`config.mk`:
```
export PLATFORM = sky130hd
export DESIGN_NAME = slfr_top
export DESIGN_NICKNAME = d
export VERILOG_FILES = /design/src/verilog/slfr_pkg.sv /design/src/verilog/slfr_top.sv
export SDC_FILE = /design/constraint.sdc
export NUM_CORES = 1
export LEC_CHECK = 0
export BUFFER_PORTS_ARGS = -buffer_cell sky130_fd_sc_hd__clkbuf_2
export CAP_MARGIN = 40
export CORE_UTILIZATION = 57
export CTS_BUF_LIST = sky130_fd_sc_hd__clkbuf_4
export CTS_CLUSTER_DIAMETER = 60
export DETAILED_ROUTE_END_ITERATION = 10
export PLACE_DENSITY_LB_ADDON = 0.15
export SLEW_MARGIN = 5
export SYNTH_ARGS = -nofsm -noshare
export SYNTH_HDL_FRONTEND = slang
export SYNTH_SLANG_ARGS = --single-unit
```
`constraint.sdc`:
```
create_clock -name mclk -period 2.9 [get_ports mclk]
set_input_delay 0.145 -clock mclk [delete_from_list [all_inputs] [get_ports mclk]]
set_output_delay 0.145 -clock mclk [all_outputs]
set_load 0.05 [all_outputs]
```
`src/verilog/slfr_pkg.sv`:
```
/*
 link control constants: register map, reset values, thresholds.
 assumes a single reference clock domain for all users.
*/
package slfr_pkg;
  localparam int NCH = 4;
  localparam int AW = 8;
  localparam int DW = 32;
  // three-level select coding
  localparam logic [1:0] SEL_LOW = 2'h0;
  localparam logic [1:0] SEL_MID = 2'h1;
  localparam logic [1:0] SEL_HIGH = 2'h2;
  // amplitude trip points, arbitrary units
  localparam logic [7:0] AMP_LOW = 8'h20;
  localparam logic [7:0] AMP_MID = 8'h40;
  localparam logic [7:0] AMP_HIGH = 8'h80;
  // register offsets
  localparam logic [7:0] REG_STATUS = 8'h00;
  localparam logic [7:0] REG_MASK = 8'h04;
  localparam logic [7:0] REG_LATCH = 8'h08;
  localparam logic [7:0] REG_DENSITY = 8'h0c;
  localparam logic [7:0] REG_STATE = 8'h10;
  // reset values
  localparam logic [7:0] OE_RST = 8'h00;
  localparam logic [7:0] BIST_RST = 8'hff;
  localparam logic [7:0] RX_RST = 8'h00;
  localparam logic [7:0] DENSITY_RST = 8'h3c;
  localparam logic [3:0] MASK_RST = 4'h0;
  localparam logic [2:0] EB_NOMINAL = 3'h4;
  // settle length after reset release, below 16
  localparam logic [3:0] SETTLE_CYC = 4'h8;
  typedef enum logic [2:0] {
    ST_RESET = 3'b001,
    ST_SETTLE = 3'b010,
    ST_RUN = 3'b100
  } slfr_state_e;
endpackage : slfr_pkg

```
`src/verilog/slfr_top.sv`:
```
/*
 per-channel loopback, signal detect, link fault and device reset logic.
 assumes tx_serial, rx_amplitude and freq_out_of_range come from logic
 on mclk; pins and latch enables are asynchronous.
*/
`timescale 1ns/1ps
module slfr_top #(
  parameter int NCH = slfr_pkg::NCH
) (
  // clock, reset, enable
  input wire logic mclk,
  input wire logic rst_n,
  input wire logic ce,
  // asynchronous control pins
  input wire logic device_reset_n,
  input wire logic [1:0] detect_amplitude_select,
  input wire logic [3:0] loopback_enable,
  input wire logic [7:0] shared_enable_bits,
  input wire logic output_enable_latch_enable,
  input wire logic selftest_latch_enable,
  input wire logic receive_enable_latch_enable,
  // serial side
  input wire logic [3:0] tx_serial,
  input wire logic [3:0] rx_serial_in,
  input wire logic [31:0] rx_amplitude,
  input wire logic [3:0] freq_out_of_range,
  output logic [3:0] serial_out,
  output logic [3:0] serial_drive_en,
  output logic [3:0] cdr_data,
  // status
  output logic [3:0] link_fault_n,
  output logic [7:0] selftest_enable_n,
  output logic [3:0] rx_power_en,
  output logic [2:0] eb_wr_ptr,
  output logic [2:0] eb_rd_ptr,
  output logic device_ready,
  output logic irq,
  // register port
  input wire logic [7:0] reg_addr,
  input wire logic [31:0] reg_wdata,
  input wire logic reg_wr,
  input wire logic reg_rd,
  output logic [31:0] reg_rdata
);

  function automatic logic [7:0] amp_thr(input logic [1:0] sel);
    amp_thr = (sel == slfr_pkg::SEL_LOW) ? slfr_pkg::AMP_LOW :
              (sel == slfr_pkg::SEL_MID) ? slfr_pkg::AMP_MID :
              slfr_pkg::AMP_HIGH;
  endfunction : amp_thr

  // two-stage synchronizer for every asynchronous pin
  logic [21:0] sync1_q;
  logic [21:0] sync2_q;
  wire [21:0] pins = {
    device_reset_n, detect_amplitude_select, loopback_enable,
    shared_enable_bits, output_enable_latch_enable,
    selftest_latch_enable, receive_enable_latch_enable, rx_serial_in};

  always_ff @(posedge mclk or negedge rst_n) begin
    if (!rst_n) begin
      sync1_q <= 22'h0;
      sync2_q <= 22'h0;
    end else if (ce) begin
      sync1_q <= pins;
      sync2_q <= sync1_q;
    end
  end

  wire [3:0] rx_s = sync2_q[3:0];
  wire receive_enable_latch_enable_s = sync2_q[4];
  wire selftest_latch_enable_s = sync2_q[5];
  wire output_enable_latch_enable_s = sync2_q[6];
  wire [7:0] boe_s = sync2_q[14:7];
  wire [3:0] lb_s = sync2_q[18:15];
  wire [1:0] sel_s = sync2_q[20:19];
  // device reset pin starts low after rst_n, so device held in reset
  wire dev_rst = ~sync2_q[21];

  // enable latches, transparent while their enable is high
  logic [7:0] oe_q;
  logic [7:0] bist_q;
  logic [7:0] rx_q;

  always_ff @(posedge mclk or negedge rst_n) begin
    if (!rst_n) begin
      oe_q <= slfr_pkg::OE_RST;
      bist_q <= slfr_pkg::BIST_RST;
      rx_q <= slfr_pkg::RX_RST;
    end else if (ce) begin
      if (dev_rst) begin
        oe_q <= slfr_pkg::OE_RST;
        bist_q <= slfr_pkg::BIST_RST;
        rx_q <= slfr_pkg::RX_RST;
      end else begin
        if (output_enable_latch_enable_s) oe_q <= boe_s;
        if (selftest_latch_enable_s) bist_q <= boe_s;
        if (receive_enable_latch_enable_s) rx_q <= boe_s;
      end
    end
  end

  // only even bits carry output and receive enables
  wire [3:0] oe_ch = {oe_q[6], oe_q[4], oe_q[2], oe_q[0]};
  wire [3:0] rx_en = {rx_q[6], rx_q[4], rx_q[2], rx_q[0]};

  // serial path
  logic [3:0] serial_q;
  logic [3:0] drive_q;
  logic [3:0] cdr_q;
  wire [3:0] serial_d = lb_s | tx_serial;
  wire [3:0] cdr_d = (lb_s & tx_serial) | (~lb_s & rx_s);

  always_ff @(posedge mclk or negedge rst_n) begin
    if (!rst_n) begin
      serial_q <= 4'hf;
      drive_q <= 4'h0;
      cdr_q <= 4'h0;
    end else if (ce) begin
      serial_q <= serial_d;
      drive_q <= oe_ch;
      cdr_q <= cdr_d;
    end
  end

  // transition density counters
  logic [7:0] dens_q;
  logic [7:0] run_q [NCH];
  logic [3:0] dens_low;
  logic [3:0] amp_low;
  wire [7:0] thr = amp_thr(sel_s);

  genvar g;
  for (g = 0; g < NCH; g++) begin : g_ch
    wire edge_seen = cdr_d[g] ^ cdr_q[g];
    wire sat = (run_q[g] == 8'hff);
    assign dens_low[g] = (run_q[g] >= dens_q);
    assign amp_low[g] = (rx_amplitude[g*8 +: 8] < thr);
    always_ff @(posedge mclk or negedge rst_n) begin
      if (!rst_n) begin
        run_q[g] <= 8'h0;
      end else if (ce) begin
        if (dev_rst || edge_seen) run_q[g] <= 8'h0;
        else if (!sat) run_q[g] <= run_q[g] + 8'h1;
      end
    end
  end

  wire [3:0] flt = freq_out_of_range | amp_low | dens_low | ~rx_en;

  // elasticity pointers, offset set on reset
  logic [2:0] eb_wr_q;
  logic [2:0] eb_rd_q;

  always_ff @(posedge mclk or negedge rst_n) begin
    if (!rst_n) begin
      eb_wr_q <= slfr_pkg::EB_NOMINAL;
      eb_rd_q <= 3'h0;
    end else if (ce) begin
      if (dev_rst) begin
        eb_wr_q <= slfr_pkg::EB_NOMINAL;
        eb_rd_q <= 3'h0;
      end else begin
        eb_wr_q <= eb_wr_q + 3'h1;
        eb_rd_q <= eb_rd_q + 3'h1;
      end
    end
  end

  // reset sequencing
  slfr_pkg::slfr_state_e state_q;
  slfr_pkg::slfr_state_e state_d;
  logic [3:0] cnt_q;
  logic [3:0] cnt_d;
  logic ready_q;

  always_comb begin
    state_d = state_q;
    cnt_d = cnt_q;
    unique case (state_q)
      slfr_pkg::ST_RESET: begin
        cnt_d = 4'h0;
        if (!dev_rst) state_d = slfr_pkg::ST_SETTLE;
      end
      slfr_pkg::ST_SETTLE: begin
        cnt_d = cnt_q + 4'h1;
        if (cnt_q == slfr_pkg::SETTLE_CYC - 4'h1) state_d = slfr_pkg::ST_RUN;
      end
      slfr_pkg::ST_RUN: begin
        cnt_d = 4'h0;
      end
      default: begin
        state_d = slfr_pkg::ST_RESET;
        cnt_d = 4'h0;
      end
    endcase
    if (dev_rst) state_d = slfr_pkg::ST_RESET;
  end

  always_ff @(posedge mclk or negedge rst_n) begin
    if (!rst_n) begin
      state_q <= slfr_pkg::ST_RESET;
      cnt_q <= 4'h0;
      ready_q <= 1'b0;
    end else if (ce) begin
      state_q <= state_d;
      cnt_q <= cnt_d;
      ready_q <= (state_d == slfr_pkg::ST_RUN);
    end
  end

  // fault output; held low while not yet settled
  logic [3:0] lfi_q;
  wire [3:0] lfi_d = ready_q ? ~flt : 4'h0;

  // registers and interrupt
  logic [3:0] status_q;
  logic [3:0] mask_q;
  logic irq_q;
  logic [31:0] rdata_q;
  wire wr_status = reg_wr && (reg_addr == slfr_pkg::REG_STATUS);
  wire wr_mask = reg_wr && (reg_addr == slfr_pkg::REG_MASK);
  wire wr_dens = reg_wr && (reg_addr == slfr_pkg::REG_DENSITY);
  wire [3:0] fault_rise = ~lfi_d & lfi_q;
  wire [3:0] clr = wr_status ? reg_wdata[3:0] : 4'h0;
  // set wins over a same-cycle clear
  wire [3:0] status_d = (status_q & ~clr) | fault_rise;
  wire [31:0] rd_mux =
    (reg_addr == slfr_pkg::REG_STATUS) ? {28'h0, status_q} :
    (reg_addr == slfr_pkg::REG_MASK) ? {28'h0, mask_q} :
    (reg_addr == slfr_pkg::REG_LATCH) ? {8'h0, rx_q, bist_q, oe_q} :
    (reg_addr == slfr_pkg::REG_DENSITY) ? {24'h0, dens_q} :
    (reg_addr == slfr_pkg::REG_STATE) ? {20'h0, lb_s, 4'h0, state_q, ready_q} :
    32'h0;

  always_ff @(posedge mclk or negedge rst_n) begin
    if (!rst_n) begin
      lfi_q <= 4'h0;
      status_q <= 4'h0;
      mask_q <= slfr_pkg::MASK_RST;
      dens_q <= slfr_pkg::DENSITY_RST;
      irq_q <= 1'b0;
      rdata_q <= 32'h0;
    end else if (ce) begin
      lfi_q <= lfi_d;
      status_q <= status_d;
      if (wr_mask) mask_q <= reg_wdata[3:0];
      if (wr_dens) dens_q <= reg_wdata[7:0];
      irq_q <= |(status_d & mask_q);
      rdata_q <= reg_rd ? rd_mux : 32'h0;
    end
  end

  assign serial_out = serial_q;
  assign serial_drive_en = drive_q;
  assign cdr_data = cdr_q;
  assign link_fault_n = lfi_q;
  assign selftest_enable_n = bist_q;
  assign rx_power_en = {rx_q[6], rx_q[4], rx_q[2], rx_q[0]};
  assign eb_wr_ptr = eb_wr_q;
  assign eb_rd_ptr = eb_rd_q;
  assign device_ready = ready_q;
  assign irq = irq_q;
  assign reg_rdata = rdata_q;

  // helper: enabled cycles since device reset release
  logic [4:0] rel_cnt_q;
  always_ff @(posedge mclk or negedge rst_n) begin
    if (!rst_n) rel_cnt_q <= 5'h0;
    else if (ce) begin
      if (dev_rst) rel_cnt_q <= 5'h0;
      else if (rel_cnt_q != 5'h1f) rel_cnt_q <= rel_cnt_q + 5'h1;
    end
  end
endmodule : slfr_top

```
==> results.yml <==
status:
  status: "complete, but fails checks"
  violations: "design-rule violations"
clocking:
  cts-resized-gates: 0
  htree_levels: 4
  tritoncts: "yes"
  postCtsSetupBuffers: 0
  postCtsHoldBufs: 38
  clock-sinks: 171
  numCtsBuffers: 17
  cts.reportedPaths.clkPinSlew_ns: 0.14
  cts-root-buf: "clkbuf_4"
  cts_max_path_buffers: 2
  clock_latency_ns: 0.58
yosys:
  yosysMostFrequentCell: "dfrtp_1"
  async_flop_share_pct: 100
  synth_cell_types: 57
  syn_avg_cell_area_um2: 10.8
  synth_largest_area_cell: "dfrtp_1"
  ys_top_cells_by_area: "dfrtp_1, mux2_2, ha_1"
  synth_edf_count: 0
  synthTopCellsByCount: "dfrtp_1, o21ai_0, mux2_2"
  synth_top_area_share_pct: 44.1
  synth-seq-area-share_pct: 49.6
  synth_warnings: 0
  synth_area_um2: 8680
  syn_inst: 803
  synth-seq-cells: 171
  yosys_most_used_dff: "dfrtp_1"
die:
  core_area_um2: 14700
  die_x_um: 125
  dieHeight_um: 125
  initial_core_util_pct: 59.0
  rows: 44
  io_pins: 175
  die-area_um2: 15700
cells_and_area:
  diodes: 0
  final_cells: 1148
  drive_gt1_share_pct: 27.2
  syn_to_final_growth_pct: 16.0
  utilization_pct: 68.5
  fin_nets: 1105
power:
  irDropWorstVdd_v: 0.000392
  power_density_nw_per_um2: 535
  p_leak_uw: 0.00461
placement:
  hpwl_mm: 15.0
  place_congestion: 0.887
  dpl.cell_count: 1078
  numPortBuffers: 122
sta:
  slew_headroom_pct: 44.0
  drv_slew: 0
  clock_skew_ns: 0.0181
  fmax_mhz: 385
  setup_viol: 0
  fin_crit_ns: 2.60
  max_slew.worst_pin.slew_ns: 0.839
  rsz0062_at_grt: "no"
  period_share_pct: 89.6
  hold_viol: 0
  fin_setup_tns_ns: 0
worst_setup_path:
  cp.arrival_ns: 3.03
  crit_type: "register to register"
  worst_setup_path_end_kind: "register"
  cp_slowest_stage_delay_ns: 0.63
  critPathSlowestCell: "a2111oi_0"
  setup.worst_path.start_class: "register"
  required_ns: 3.34
  cp_cell_sequence: "inv_1 > ha_1 > a211oi_1 > o21ai_0 > a2111oi_0 > nor2b_1 > nand2_1 > a41oi_1"
  cp_num_buf_inv: 1
  critPathTopFamily: "compound AO/OA/AOI/OAI gates"
  crit_fanout: 4
drt:
  wire_per_inst_um: 18.4
  ant_nets: 0
  drc: 11
  routed-via-count: 6941
  via_per_inst: 6.05
  drt-initial-drc-count: 522
  firstDrtPassIters: 10
  routed_wl_mm: 21.2
worst_hold_path:
  hold_path_class: "input port to register"
grt:
  antenna_found_initial: 0
  grt_pass1_vias: 6863
  grt_max_degree: 69
  track_usage_pct: 28.2
  overflow: 0
  grt_pass1_wl_mm: 34.8
run:
  maxCapViolations: 0
layer usage:
| metal | track usage [%] | share of wire (%) | up-vias |
|---|---|---|---|
| met5 | 0 | 0 | - |
| met4 | 10.8 | 2.5 | 0 |
| met3 | 5.56 | 5.7 | 36 |
| met2 | 45.3 | 47 | 247 |
| met1 | 38.0 | 45 | 3400 |
| li1 | - | - | 3258 |
report_power, final:
| group | switching [uW] | internal, uW |
|---|---|---|
| registers | 229 | 2610 |
| logic | 737 | 422 |
| clock network | 859 | 524 |
| total | 1830 | 3560 |
registers in the layout (all words and copies together), names as in the netlist:
name,flops
dens_q,8
link_fault_n,4
serial_drive_en,4
serial_out,4
cdr_data,4
mask_q,4
run_q,32
eb_rd_ptr,3
cnt_q,4
selftest_enable_n,8
irq,1
status_q,4
device_ready,1
oe_q,8
rx_q,8
sync1_q,22
eb_wr_ptr,3
sync2_q,22
state_q,3
reg_rdata,24
worst reg2reg max path, stage by stage, from the launching register on:
cell       delay (ns)
dfstp_2          0.56
inv_1            0.14
ha_1             0.35
a211oi_1         0.25
o21ai_0          0.14
a2111oi_0        0.63
nor2b_1          0.18
nand2_1          0.11
a41oi_1          0.11
cells by family after synthesis:
kind of cell    Yosys count  share of synthesized area (%)
simple gates            196                           11.1
buf+inv                  77                           3.95
mux                      76                           9.70
compound gates          231                           18.5
fa+ha+maj                47                           6.78
xor+xnor                  4                          0.404
other cells               1                         0.0432
flops                   171                           49.6
path summary, 6_finish.rpt:
kind | start | end | slack [ns] | cells past startpoint
min in group asynchronous | rst_n | serial_drive_en[1] | 0.11 | 2
max | dens_q[2] | irq | 0.30 | 8
min reg2reg | serial_out[1] | serial_out[1] | 0.50 | 2
max in group asynchronous | rst_n | dens_q[4] | 1.84 | 3
max reg2reg | dens_q[2] | irq | 0.30 | 8
min | freq_out_of_range[1] | status_q[1] | 0.05 | 5
placed cells by master, fill, tap and decap left out, drive strengths merged, types with 6 or more instances in the layout:
cell / Yosys / layout
a21oi: 33 / 33
a22o: 19 / 19
a31oi: 22 / 22
and3: 11 / 11
buf: 22 / 11
clkbuf: 25 / 138
clkinv: 0 / 7
conb: 1 / 8
dfrtp: 153 / 153
dfstp: 18 / 18
dlygate4sd3: 0 / 38
ha: 47 / 47
inv: 30 / 33
mux2: 65 / 65
mux2i: 11 / 11
nand2: 53 / 53
nand3: 16 / 16
nand4: 9 / 9
nor2: 56 / 56
nor2b: 23 / 23
nor3: 6 / 6
o21a: 7 / 7
o21ai: 67 / 67
o22ai: 12 / 12
o2bb2ai: 24 / 24
o31ai: 8 / 8
or4: 8 / 8
cell type report:
type	instances	area, um2
Clock buffer	18	135
Fill cell	1100	4630
Sequential cell	171	4300
Clock inverter	14	145
Inverter	30	113
Multi-Input combinational cell	562	4060
Tap cell	184	230
Timing Repair Buffer	169	1080
through the flow:
stage | hold slack, ns | worst slack [ns] | power, uW | cell area [um2]
floorplan | -0.151 | 0.773 | 3650 | 8700
global placement | 0.167 | 0.446 | 3940 | 9400
detailed placement | 0.183 | 0.350 | 4000 | 9400
CTS | 0.0193 | 0.318 | 5400 | 10100
global route | 0.0412 | 0.0250 | 5620 | 10100
finish | 0.0479 | 0.302 | 5380 | 10100
Note: power is estimated with default switching activity, not from simulation.
